File: config.mk
export PLATFORM = sky130hd
export DESIGN_NAME = aomsel_top
export DESIGN_NICKNAME = d
export VERILOG_FILES = /design/src/aomsel_pkg.sv /design/src/aomsel_top.sv
export SDC_FILE = /design/constraint.sdc
export NUM_CORES = 1
export LEC_CHECK = 0
export ABC_AREA = 1
export BUFFER_PORTS_ARGS = -buffer_cell sky130_fd_sc_hd__buf_2
export CORE_MARGIN = 8
export CORE_UTILIZATION = 49
export CTS_BUF_LIST = sky130_fd_sc_hd__clkbuf_8 sky130_fd_sc_hd__clkbuf_16
export DETAILED_ROUTE_END_ITERATION = 12
export PLACE_DENSITY = 0.76
export SETUP_SLACK_MARGIN = 0.3
export SLEW_MARGIN = 20
export SYNTH_ARGS = -nofsm -noshare
export SYNTH_HDL_FRONTEND = slang
export SYNTH_SLANG_ARGS = --single-unit
File: constraint.sdc
create_clock -name ref_clk_i -period 1.6 [get_ports ref_clk_i]
set_input_delay 0.16 -clock ref_clk_i [delete_from_list [all_inputs] [get_ports ref_clk_i]]
set_output_delay 0.16 -clock ref_clk_i [all_outputs]
set_load 0.01 [all_outputs]
File: src/aomsel_pkg.sv
/*
 converter output port and mode select: shared constants and types.
 assumes a 10 MHz reference clock and a 32-bit AXI4-Lite register bus.
*/
package aomsel_pkg;
   ////////////////////////////////////////////////////////////////////
   // register map (byte offsets)
   localparam logic [3:0] AOM_CFG_OFS = 4'h0;    // config register
   localparam logic [3:0] AOM_STAT_OFS = 4'h4;   // status register
   localparam logic [3:0] AOM_RES_OFS = 4'h8;    // last coded result
   // config field positions
   localparam int AOM_CFG_CODING_BIT = 0;        // 1 = straight binary
   localparam int AOM_CFG_FAST_BIT = 1;          // fastest-mode select
   localparam int AOM_CFG_LOWP_BIT = 2;          // low-power select
   localparam int AOM_CFG_SER_BIT = 3;           // 1 = serial port
   // status field positions
   localparam int AOM_STAT_MODE_LSB = 0;         // speed mode, 2 bits
   localparam int AOM_STAT_BUSY_BIT = 2;         // serial frame running
   localparam int AOM_STAT_GAP_BIT = 3;          // sticky interval overrun
   // reset values
   localparam logic [3:0] AOM_CFG_RST = 4'h1;    // straight binary, normal, parallel
   localparam logic [15:0] AOM_RES_RST = 16'h0000;
   // axi response codes
   localparam logic [1:0] AOM_RESP_OKAY = 2'b00;
   localparam logic [1:0] AOM_RESP_SLVERR = 2'b10;
   // timing
   localparam int AOM_CLK_KHZ = 10000;           // reference clock rate
   localparam int AOM_MAX_GAP_US = 1000;         // longest interval, fast mode
   localparam int AOM_MAX_GAP_CYC = AOM_MAX_GAP_US * AOM_CLK_KHZ / 1000;
   localparam logic [4:0] AOM_BITS = 5'h10;      // result bits per frame

   // speed/power modes handed to the converter core
   typedef enum logic [1:0]
   {
      aom_mode_normal = 2'h0,
      aom_mode_fast = 2'h1,
      aom_mode_lowp = 2'h2
   } aom_mode_type;

   // static configuration word
   typedef struct packed
   {
      logic serial;   // serial port selected
      logic lowp;     // low-power select
      logic fast;     // fastest-mode select
      logic coding;   // straight binary when high
   } aom_cfg_type;

   // pin-borne serial selects after synchronising
   typedef struct packed
   {
      logic rd_chain; // read mode (int clk) or chain data (ext clk)
      logic clk_inv;  // serial clock invert
      logic strb_inv; // frame strobe active low
      logic ext_clk;  // external serial clock
   } aom_sel_type;
endpackage

File: src/aomsel_top.sv
/*
 output port and mode select logic of a 16-bit sampling converter.
 holds the configuration registers, the output coding, the parallel bus,
 the serial shifter and the fastest-mode interval monitor.
 assumes conv_start_i / result_valid_i are one-cycle pulses on ref_clk_i
 and that data pins d7..d4 and the serial clock pin are resolved outside.
*/
// Added by the designer: the AXI4-Lite register port and the placing of the registers.
// Function
// - high coding gives binary, low inverts msb
// - fast high, low-power low selects fastest mode
// - fast low keeps accuracy at any rate
// - low-power high, fast low: reduced power mode
// - port select picks parallel or serial port
// - data bits 0 to 3 always driven
// - bit 4 output, or serial clock source input
// - internal clock driven out, or external followed
// - bit 5 selects frame strobe polarity
// - bit 6 selects serial clock inversion
// - inversion swaps the referenced clock edge
// - bit 7 read mode or chain data input
// - result shifted out msb first, coded
// - external clock updates on active, valid next edge
`timescale 1ns/10ps
module aomsel_top
   import aomsel_pkg::*;
#(
   parameter int MAX_GAP_CYCLES = AOM_MAX_GAP_CYC  // cycles between fast conversions
)
(
   input wire logic ref_clk_i,                // 10 MHz clock
   input wire logic arst_n_i,                 // async reset, low
   // axi4-lite slave
   input wire logic [3:0] s_awaddr_i,         // write address
   input wire logic s_awvalid_i,              // write address valid
   output logic s_awready_o,                  // write address ready
   input wire logic [31:0] s_wdata_i,         // write data
   input wire logic [3:0] s_wstrb_i,          // write strobes
   input wire logic s_wvalid_i,               // write data valid
   output logic s_wready_o,                   // write data ready
   output logic [1:0] s_bresp_o,              // write response
   output logic s_bvalid_o,                   // write response valid
   input wire logic s_bready_i,               // write response ready
   input wire logic [3:0] s_araddr_i,         // read address
   input wire logic s_arvalid_i,              // read address valid
   output logic s_arready_o,                  // read address ready
   output logic [31:0] s_rdata_o,             // read data
   output logic [1:0] s_rresp_o,              // read response
   output logic s_rvalid_o,                   // read data valid
   input wire logic s_rready_i,               // read data ready
   // converter core side
   input wire logic conv_start_i,             // conversion start pulse
   input wire logic result_valid_i,           // conversion done pulse
   input wire logic [15:0] result_i,          // raw straight-binary result
   output aom_mode_type speed_mode_o,         // speed/power mode to core
   // pins
   output logic [15:0] data_o,                // data bus outputs
   output logic [3:0] data_hi_oe_n_o,         // d7..d4 enables, low drives
   input wire logic [3:0] data_hi_i,          // d7..d4 pin levels
   output logic sclk_o,                       // serial clock drive
   output logic sclk_oe_n_o,                  // serial clock enable, low drives
   input wire logic sclk_i,                   // serial clock pin level
   output logic frame_strobe_o,               // frame strobe
   output logic serial_result_output_o        // serial data (also on d8)
);
   ////////////////////////////////////////////////////////////////////
   // registers and wires
   typedef enum logic [1:0]
   {
      aom_st_idle = 2'b01,                    // no frame
      aom_st_shift = 2'b10                    // frame in progress
   } aom_state_type;

   aom_cfg_type cfg_reg;                      // configuration
   logic gap_flag_reg;                        // sticky interval overrun
   logic [15:0] res_reg;                      // last coded result
   logic aw_hold_reg;                         // write address taken
   logic w_hold_reg;                          // write data taken
   logic [3:0] aw_addr_reg;                   // captured write address
   logic [31:0] w_data_reg;                   // captured write data
   logic [3:0] w_strb_reg;                    // captured strobes
   logic bvalid_reg;                          // write response pending
   logic [1:0] bresp_reg;                     // write response code
   logic rvalid_reg;                          // read data pending
   logic [1:0] rresp_reg;                     // read response code
   logic [31:0] rdata_reg;                    // read data
   logic [3:0] sel_s1_reg;                    // pin sync stage 1
   aom_sel_type sel_reg;                      // pin sync stage 2
   logic sclk_s1_reg;                         // sclk sync stage 1
   logic sclk_s2_reg;                         // sclk sync stage 2
   logic sclk_s3_reg;                         // previous synced level
   aom_state_type st_reg;                     // shifter state
   logic [15:0] sh_reg;                       // output shift register
   logic [4:0] cnt_reg;                       // bits updated so far
   logic sdo_reg;                             // serial data bit
   logic div_reg;                             // internal clock phase
   logic [31:0] gap_cnt_reg;                  // cycles since last start
   logic [15:0] data_reg;                     // parallel bus word

   ////////////////////////////////////////////////////////////////////
   // decode and selection
   wire do_write = aw_hold_reg && w_hold_reg && !bvalid_reg;
   wire wr_cfg = do_write && (aw_addr_reg[3:2] == AOM_CFG_OFS[3:2]);
   wire wr_stat = do_write && (aw_addr_reg[3:2] == AOM_STAT_OFS[3:2]);
   wire wr_ok = wr_cfg || wr_stat || (aw_addr_reg[3:2] == AOM_RES_OFS[3:2]);
   wire rd_take = s_arvalid_i && !rvalid_reg;
   wire [1:0] rd_idx = s_araddr_i[3:2];
   wire gap_clear = wr_stat && w_strb_reg[0] && w_data_reg[AOM_STAT_GAP_BIT];
   wire fast_mode = cfg_reg.fast && !cfg_reg.lowp;
   wire lowp_mode = cfg_reg.lowp && !cfg_reg.fast;
   // both selects low (or both high) leaves normal, full-accuracy mode
   wire [15:0] coded = cfg_reg.coding ? result_i
                                      : {~result_i[15], result_i[14:0]};
   wire serial = cfg_reg.serial;
   wire ser_next = (wr_cfg && w_strb_reg[0]) ? w_data_reg[AOM_CFG_SER_BIT] : serial;
   // during-conversion read outputs the previous result from the start pulse
   wire int_start = sel_reg.rd_chain ? conv_start_i : result_valid_i;
   wire start_evt = serial && (st_reg == aom_st_idle)
                    && (sel_reg.ext_clk ? result_valid_i : int_start);
   // active external edge: rising normally, falling when inverted
   wire ext_rise = sclk_s2_reg && !sclk_s3_reg;
   wire ext_fall = !sclk_s2_reg && sclk_s3_reg;
   wire ext_upd = sel_reg.clk_inv ? ext_fall : ext_rise;
   // internal clock: data moves as the uninverted clock falls
   wire int_upd = div_reg;
   wire upd = (st_reg == aom_st_shift) && (sel_reg.ext_clk ? ext_upd : int_upd);
   // chain data fills behind the result only with an external clock
   wire chain_bit = sel_reg.ext_clk ? sel_reg.rd_chain : 1'b0;
   wire frame_act = (st_reg == aom_st_shift);
   wire [31:0] stat_word = {28'h0000000, gap_flag_reg, frame_act, speed_mode_o};
   wire [1:0] mode_bits = fast_mode ? aom_mode_fast :
                          lowp_mode ? aom_mode_lowp : aom_mode_normal;

   assign speed_mode_o = aom_mode_type'(mode_bits);
   assign s_awready_o = !aw_hold_reg;
   assign s_wready_o = !w_hold_reg;
   assign s_bvalid_o = bvalid_reg;
   assign s_bresp_o = bresp_reg;
   assign s_arready_o = !rvalid_reg;
   assign s_rvalid_o = rvalid_reg;
   assign s_rresp_o = rresp_reg;
   assign s_rdata_o = rdata_reg;
   // d7..d4 turn into inputs in serial mode
   assign data_hi_oe_n_o = {4{serial}};
   assign data_o = data_reg;
   // serial clock pin driven only with the internal source in serial mode
   assign sclk_oe_n_o = !(serial && !sel_reg.ext_clk);
   assign sclk_o = (frame_act && div_reg) ^ sel_reg.clk_inv;
   assign frame_strobe_o = (frame_act && serial) ^ sel_reg.strb_inv;
   assign serial_result_output_o = sdo_reg;

   ////////////////////////////////////////////////////////////////////
   // axi write channels: address and data taken in either order
   always_ff @(posedge ref_clk_i or negedge arst_n_i)
   begin
      if (!arst_n_i)
      begin
         aw_hold_reg <= 1'b0;
         w_hold_reg <= 1'b0;
         aw_addr_reg <= 4'h0;
         w_data_reg <= 32'h00000000;
         w_strb_reg <= 4'h0;
      end
      else
      begin
         if (s_awvalid_i && !aw_hold_reg)
         begin
            aw_hold_reg <= 1'b1;
            aw_addr_reg <= s_awaddr_i;
         end
         else if (do_write)
            aw_hold_reg <= 1'b0;
         if (s_wvalid_i && !w_hold_reg)
         begin
            w_hold_reg <= 1'b1;
            w_data_reg <= s_wdata_i;
            w_strb_reg <= s_wstrb_i;
         end
         else if (do_write)
            w_hold_reg <= 1'b0;
      end
   end

   // write response, unmapped offsets answer slverr
   always_ff @(posedge ref_clk_i or negedge arst_n_i)
   begin
      if (!arst_n_i)
      begin
         bvalid_reg <= 1'b0;
         bresp_reg <= AOM_RESP_OKAY;
      end
      else if (do_write)
      begin
         bvalid_reg <= 1'b1;
         bresp_reg <= wr_ok ? AOM_RESP_OKAY : AOM_RESP_SLVERR;
      end
      else if (s_bready_i)
         bvalid_reg <= 1'b0;
   end

   // read channel, answer one cycle after the address is taken
   always_ff @(posedge ref_clk_i or negedge arst_n_i)
   begin
      if (!arst_n_i)
      begin
         rvalid_reg <= 1'b0;
         rresp_reg <= AOM_RESP_OKAY;
         rdata_reg <= 32'h00000000;
      end
      else if (rd_take)
      begin
         rvalid_reg <= 1'b1;
         rresp_reg <= (rd_idx == 2'h3) ? AOM_RESP_SLVERR : AOM_RESP_OKAY;
         unique case (rd_idx)
            AOM_CFG_OFS[3:2]: rdata_reg <= {28'h0000000, cfg_reg};
            AOM_STAT_OFS[3:2]: rdata_reg <= stat_word;
            AOM_RES_OFS[3:2]: rdata_reg <= {16'h0000, res_reg};
            default: rdata_reg <= 32'h00000000;   // unmapped reads zero
         endcase
      end
      else if (s_rready_i)
         rvalid_reg <= 1'b0;
   end

   ////////////////////////////////////////////////////////////////////
   // configuration register; only the low byte lane carries fields
   always_ff @(posedge ref_clk_i or negedge arst_n_i)
   begin
      if (!arst_n_i)
         cfg_reg <= aom_cfg_type'(AOM_CFG_RST);
      else if (wr_cfg && w_strb_reg[0])
         cfg_reg <= aom_cfg_type'(w_data_reg[3:0]);
   end

   // latest coded result, kept for both ports and readback
   always_ff @(posedge ref_clk_i or negedge arst_n_i)
   begin
      if (!arst_n_i)
         res_reg <= AOM_RES_RST;
      else if (result_valid_i)
         res_reg <= coded;
   end

   // parallel bus; follows the select being written, so d7..d4 clear on release
   always_ff @(posedge ref_clk_i or negedge arst_n_i)
   begin
      if (!arst_n_i)
         data_reg <= 16'h0000;
      else if (!ser_next)
         data_reg <= res_reg;
      else
         data_reg <= {res_reg[15:9], sdo_reg, 4'h0, res_reg[3:0]};
   end

   ////////////////////////////////////////////////////////////////////
   // two-flop synchronisers for pin selects and the serial clock pin
   always_ff @(posedge ref_clk_i or negedge arst_n_i)
   begin
      if (!arst_n_i)
      begin
         sel_s1_reg <= 4'h0;
         sel_reg <= aom_sel_type'(4'h0);
         sclk_s1_reg <= 1'b0;
         sclk_s2_reg <= 1'b0;
         sclk_s3_reg <= 1'b0;
      end
      else
      begin
         sel_s1_reg <= data_hi_i;
         sel_reg <= aom_sel_type'(sel_s1_reg);
         sclk_s1_reg <= sclk_i;
         sclk_s2_reg <= sclk_s1_reg;
         sclk_s3_reg <= sclk_s2_reg;
      end
   end

   ////////////////////////////////////////////////////////////////////
   // serial shifter: loads the coded word, msb leaves first
   always_ff @(posedge ref_clk_i or negedge arst_n_i)
   begin
      if (!arst_n_i)
      begin
         st_reg <= aom_st_idle;
         sh_reg <= 16'h0000;
         cnt_reg <= 5'h00;
         sdo_reg <= 1'b0;
      end
      else
      begin
         unique case (st_reg)
            aom_st_idle:
            begin
               cnt_reg <= 5'h00;
               if (start_evt)
               begin
                  // after-conversion read takes the fresh word directly
                  sh_reg <= result_valid_i ? coded : res_reg;
                  st_reg <= aom_st_shift;
               end
            end
            aom_st_shift:
            begin
               if (!serial)
                  st_reg <= aom_st_idle;                            // port switched away
               else if (upd)
               begin
                  sdo_reg <= sh_reg[15];
                  sh_reg <= {sh_reg[14:0], chain_bit};
                  cnt_reg <= cnt_reg + 5'h01;
                  // one extra edge lets the host sample the last bit
                  if (cnt_reg == AOM_BITS)
                     st_reg <= aom_st_idle;
               end
            end
         endcase
      end
   end

   // internal serial clock: half the reference rate while a frame runs
   always_ff @(posedge ref_clk_i or negedge arst_n_i)
   begin
      if (!arst_n_i)
         div_reg <= 1'b0;
      else
         div_reg <= frame_act && !sel_reg.ext_clk && !div_reg;
   end

   ////////////////////////////////////////////////////////////////////
   // fastest-mode interval monitor; a set beats a same-cycle clear
   always_ff @(posedge ref_clk_i or negedge arst_n_i)
   begin
      if (!arst_n_i)
      begin
         gap_cnt_reg <= 32'h00000000;
         gap_flag_reg <= 1'b0;
      end
      else
      begin
         if (conv_start_i || !fast_mode)
            gap_cnt_reg <= 32'h00000000;
         else if (gap_cnt_reg != 32'hffffffff)
            gap_cnt_reg <= gap_cnt_reg + 32'h00000001;
         // accuracy loss is only flagged; the core keeps converting
         if (fast_mode && conv_start_i && (gap_cnt_reg >= 32'(MAX_GAP_CYCLES)))
            gap_flag_reg <= 1'b1;
         else if (gap_clear)
            gap_flag_reg <= 1'b0;
      end
   end
endmodule

==> impl_metrics.json, run 1 <==
{
  "antenna_found_initial": 0,
  "synth_flop_cell": "dfrtp_1",
  "grt_overflow": 0,
  "clkTransAtPathRegs_ps": 60,
  "die_y_microns": 130,
  "largest_reg_flops": 32,
  "wl_met3_microns": 1240,
  "crit_arrival_ps": 1480,
  "wl_per_cell_microns": 17.5,
  "place_area_sq_um": 7120,
  "wl_met1_microns": 7740,
  "clk_latency_ps": 430,
  "mostFrequentLayoutCell": "nand2_1",
  "violations": "negative setup slack",
  "ys_seq_area_frac": 0.526,
  "fin_area_sq_um": 9090,
  "synth.avg_cell_area_sq_um": 8.08,
  "layout_common_cells": "nand2_1 (230), dfrtp_1 (126), buf_2 (79)",
  "syn_inst": 790,
  "r2r_cells": 9,
  "coreArea_sq_um": 12700,
  "nNetsFinal": 1044,
  "period_share": 1.03,
  "clock-root-buffer": "clkbuf_16",
  "hold_path_class": "primary input to flip-flop",
  "gp_congestion": 0.942,
  "ant_nets": 0,
  "skew_ps": 11.5,
  "setup_violations": 20,
  "dr_wl_met2_microns": 10400,
  "cap_violations": 0,
  "dieArea_sq_um": 16900,
  "whs_path_depth": 3,
  "hold_violations": 0,
  "drive_gt1_frac": 0.343,
  "power_density_nw_per_um2": 1470,
  "grt_max_degree": 38,
  "maxSlewViolCount": 0,
  "drc": 0,
  "cts_made_buffers": 17,
  "routed_wl_microns": 20100,
  "ios": 141,
  "async_flop_share": 1.00,
  "portBuffers": 87,
  "ys_ff_latch": 134,
  "leakagePower_nw": 4.59,
  "instances_no_fill": 1151,
  "period_minus_slack_ps": 1640,
  "cts_tree": "built",
  "clock_sinks": 134,
  "drt_iter0_markers": 502,
  "area_growth_pct": 42.5,
  "post-place-cells": 1052,
  "die_x_microns": 130,
  "viasPerCell": 5.23,
  "hpwl_microns": 11900,
  "crit_path_end_kind": "output port",
  "grt_use_total": 0.219,
  "cp_max_fo": 4,
  "rsz0062_at_grt": "yes",
  "clock_path_buffers": 2,
  "antennaDiodeCount": 0,
  "grt_pass1_vias": 5692,
  "grt_pass1_wl_microns": 28300,
  "fillers": 863,
  "crit_path_start_kind": "flip-flop",
  "status": "complete, but fails checks",
  "ys_types": 38,
  "start_util": 0.504,
  "rows": 41,
  "highest_layer": "met4",
  "fin_ws_ps": -40.4,
  "vias": 6017,
  "drt_pass1_iterations": 6,
  "ys_warn_count": 0,
  "ir_drop_v": 0.00123,
  "max_freq_ghz": 0.610,
  "synth-edff-count": 0,
  "crit_required_ps": 1440,
  "setup.worst_path.class": "flip-flop to output port",
  "syn_area_sq_um": 6380,
  "h-tree-depth": 4
}
==> final timing paths <==
kind	start	slack (ps)	to
min	s_wstrb_i[0]	6	w_strb_reg[0]
max reg2reg	gap_cnt_reg[1]	-40	gap_cnt_reg[14]
min in group asynchronous	arst_n_i	220	gap_cnt_reg[19]
min reg2reg	sel_s1_reg[1]	350	sel_reg[1]
max in group asynchronous	arst_n_i	840	st_reg[0]
max	st_reg[0]	-40	frame_strobe_o
==> final cells by class <==
| type | instances | area [sq um] | area share |
|---|---|---|---|
| multi-input cells | 563 | 3070 | 0.338 |
| clock buffers | 18 | 439 | 0.0483 |
| clock inverters | 14 | 185 | 0.0204 |
| inverters | 69 | 273 | 0.0300 |
| well taps | 172 | 215 | 0.0237 |
| repair buffers | 181 | 1550 | 0.170 |
| flip-flops and latches | 134 | 3360 | 0.370 |
==> power breakdown <==
part / switching, mW / total (mW) / leakage [nW] / internal (mW)
clock: 1.63 / 4.16 / 0.297 / 2.53
combinational: 2.54 / 4.59 / 2.59 / 2.05
sequential: 0.500 / 4.57 / 1.70 / 4.07
==> cells by family after synthesis <==
family / after synthesis / share of synthesized area
multiplexers: 8 / 0.0141
XOR/XNOR: 6 / 0.00824
AND/OR/NAND/NOR: 466 / 0.304
flip-flops: 134 / 0.526
other: 1 / 0.000588
AO/OA/AOI/OAI: 60 / 0.0545
buffers and inverters: 111 / 0.0845
adder cells (fa/ha/maj): 4 / 0.00784
==> Yosys cell counts, types with 3 or more instances <==
master,number,area (sq um)
a21oi_1,3,15.0
or2_2,6,37.5
a31oi_1,6,37.5
clkbuf_1,5,18.8
o31ai_1,7,52.6
dfrtp_1,132,3300
nor2_1,87,327
nand3_1,75,375
nand2_1,282,1060
ha_1,4,50.1
inv_1,67,251
a21o_1,3,22.5
buf_6,3,33.8
mux2_2,8,90.1
buf_4,23,173
buf_2,11,55.1
xor2_1,5,43.8
nor2_4,3,33.8
o21ai_0,35,175
==> metrics by stage <==
step | setup slack [ps] | util | total power, mW | hold slack (ps) | TNS [ps]
2_1_floorplan | 169 | - | 6.31 | -136 | 0
3_3_place_gp | 98.7 | 0.562 | 7.20 | 99.1 | 0
3_5_place_dp | 16.3 | 0.562 | 7.28 | 97.3 | 0
4_1_cts | -50.3 | 0.668 | 11.9 | 5.94 | -549
5_1_grt | -88.5 | 0.718 | 13.9 | 30.7 | -1510
6_report | -40.4 | 0.718 | 13.3 | 5.65 | -551
==> critical path, stage by stage, from the launching register on <==
cell     delay [ps]
dfstp_2         530
inv_2            50
nand2_4          80
inv_8            50
nand2_4          60
xnor2_2         110
buf_2           160
==> routing by layer <==
| metal | global-route usage | vias up |
|---|---|---|
| li1 | - | 2799 |
| met1 | 0.271 | 2898 |
| met2 | 0.362 | 257 |
| met3 | 0.0518 | 63 |
| met4 | 0.0881 | 0 |
| met5 | 0 | - |
==> what timing repair did <==
action | CTS | global route
endpoints found under the hold margin | 137 | 0
gates resized for setup | 68 | 115
pin swaps | 14 | 32
hold buffers | 21 | 0
setup buffers | 20 | 17
gates cloned | 4 | 5
setup endpoints to repair | 68 | 85
Note: power is estimated with default switching activity, not from simulation.
==> inputs of run 2 (changes only) <==
- ABC_AREA: 1 -> not set
- PLACE_DENSITY: 0.76 -> 0.77
==> impl_metrics.json, run 2 <==
{
  "syn_area_sq_um": 5990,
  "period_minus_slack_ps": 1880,
  "pwr-share-clk": 0.291,
  "power_density_nw_per_um2": 1470,
  "hpwl_microns": 10700,
  "drt_pass1_iterations": 5,
  "period_share": 1.18,
  "crit_path_end_kind": "flip-flop",
  "wl_per_cell_microns": 22.3,
  "clk_latency_ps": 430,
  "viasPerCell": 5.88,
  "largest_reg_flops": 32,
  "ys_seq_area_frac": 0.560,
  "setup_violations": 62,
  "drive_gt1_frac": 0.540,
  "area_growth_pct": 54.5,
  "synth.avg_cell_area_sq_um": 11.7,
  "violations": "negative setup slack",
  "power_switching_mw": 4.49,
  "yosysTopAreaCellShare": 0.551,
  "grt_pass1_wl_microns": 29500,
  "grt_overflow": 0,
  "cts_made_buffers": 17,
  "crit_path_max_incr_delay_ps": 520,
  "hold_violations": 0,
  "cts_tree": "built",
  "status": "complete, but fails checks",
  "drc": 0,
  "yosysMostFrequentCell": "dfrtp_1",
  "clock-root-buffer": "clkbuf_16",
  "rows": 40,
  "drt_iter0_markers": 504,
  "h-tree-depth": 4,
  "clkTransAtPathRegs_ps": 60,
  "layout_common_cells": "dfrtp_1 (127), buf_4 (87), buf_2 (78)",
  "die_y_microns": 127,
  "netlist_top_cells_count": "dfrtp_1 (132), nand2_1 (33), nor2_1 (28), mux2_2 (27), buf_4 (24)",
  "routed_wl_microns": 20300,
  "crit_arrival_ps": 2180,
  "clock_sinks": 134,
  "die_x_microns": 127,
  "ios": 141,
  "p_int_mw": 9.15,
  "pwr-share-seq": 0.351,
  "multi_input_comb_area_sq_um": 3060,
  "synth_top_area_cell": "dfrtp_1",
  "tightest_slew_ps": 503,
  "coreArea_sq_um": 12000,
  "cap_violations": 0,
  "grt_max_degree": 48,
  "mostFrequentLayoutCell": "dfrtp_1",
  "hold_path_class": "primary input to flip-flop",
  "antenna_found_initial": 1,
  "synth_flop_cell": "dfrtp_1",
  "ys_ff_latch": 134,
  "cp_max_fo": 3,
  "crit_required_ps": 1900,
  "async_flop_share": 1.00,
  "maxSlewViolCount": 0,
  "start_util": 0.501,
  "ir_drop_v": 0.000610,
  "max_freq_ghz": 0.531,
  "ys_warn_count": 0,
  "power_frac_comb": 0.358,
  "instances_no_fill": 911,
  "total_power_mw": 13.6,
  "relSlewSlack": 0.664,
  "dieArea_sq_um": 16000,
  "ys_types": 65,
  "fin_ws_ps": -283,
  "crit_path_start_kind": "flip-flop",
  "switching_share": 0.329,
  "synth_area_leaders": "dfrtp_1 (55%), mux2_2 (5.1%), buf_4 (3.0%), nand2_1 (2.1%), a2bb2oi_1 (2.0%)",
  "crit_chain": "buf_4, nor4_2, nand3_1, or4_1, a21oi_1, o21ai_1",
  "fillers": 616,
  "gp_congestion": 0.865,
  "portBuffers": 87,
  "nNetsFinal": 829,
  "final_util": 0.774,
  "vias": 5354,
  "clock_path_buffers": 2,
  "syn_inst": 514,
  "regArea_sq_um": 3360,
  "grt_pass1_vias": 5586,
  "whs_ps": 17.0,
  "leakagePower_nw": 4.19,
  "grt_use_total": 0.235,
  "synth-edff-count": 0,
  "rsz0062_at_grt": "yes",
  "skew_ps": 16.9,
  "crit_slowest_cell": "or4_1",
  "ant_nets": 0,
  "setup.worst_path.class": "flip-flop to flip-flop",
  "post-place-cells": 802
}
run 2: timing repair:
action,in CTS,in global routing
cloned,3,0
buffers inserted,36,16
hold buffers,22,0
resized for setup,115,60
hold endpoints to repair,64,0
setup endpoints to repair,76,80
pin swaps,35,30
run 2: worst max-delay path: cells and delay by family, from the launching register on:
kind / cells / cell delay, ps
simple gates: 3 / 910
buf+inv: 1 / 180
compound gates: 2 / 260
flops: 1 / 420
run 2: worst paths after layout:
check / startpoint / end / slack (ps) / depth (start not counted)
setup / recovery: gap_cnt_reg[16] / gap_flag_reg / -280 / 6
hold / removal: result_i[9] / res_reg[9] / 20 / 2
setup reg to reg: gap_cnt_reg[16] / gap_flag_reg / -280 / 6
hold reg to reg: sel_s1_reg[0] / sel_reg[0] / 350 / 0
max in group asynchronous: arst_n_i / cfg_reg[0] / 720 / 3
min in group asynchronous: arst_n_i / gap_cnt_reg[20] / 240 / 2
run 2: cell families (layout without fill, tap and decap cells):
family	count (synthesis)	in the layout	share of synthesized area
buffers and inverters	60	290	0.0595
XOR/XNOR	14	14	0.0205
AND/OR/NAND/NOR	151	152	0.147
AO/OA/AOI/OAI	115	116	0.136
multiplexers	35	35	0.0679
adder cells (fa/ha/maj)	4	4	0.00835
flip-flops	134	134	0.560
other	1	19	0.000626
run 2: power by group through the flow:
stage	clock (mW)	combinational (mW)	sequential (mW)
final	3.97	4.89	4.78
after global routing	4.14	5.11	4.83
after CTS	3.97	4.30	4.65
after floorplan	0	1.92	4.61
after global placement	0	2.86	4.54
after detailed placement	0	2.94	4.59
run 2: area by class of cell:
cell class | instances | area share
clock buffers | 19 | 0.0489
diodes | 1 | 0.000270
well taps | 147 | 0.0199
clock inverters | 12 | 0.0153
multi-input cells | 339 | 0.330
inverters | 17 | 0.00716
flip-flops and latches | 134 | 0.363
repair buffers | 242 | 0.215
run 2: through the flow:
stage / TNS [ps] / cell area, sq um / setup WS, ps
2_1_floorplan: -4870 / 6200 / -252
3_3_place_gp: -2050 / 7170 / -133
3_5_place_dp: -4100 / 7170 / -199
4_1_cts: -3520 / 8910 / -139
5_1_grt: -9370 / 9260 / -260
6_report: -6070 / 9260 / -283
run 2: metal layers:
| layer | routed length (microns) | global-route usage |
|---|---|---|
| met1 | 7640 | 0.263 |
| met2 | 10600 | 0.402 |
| met3 | 1320 | 0.0704 |
| met5 | 0 | 0 |
| met4 | 779 | 0.119 |
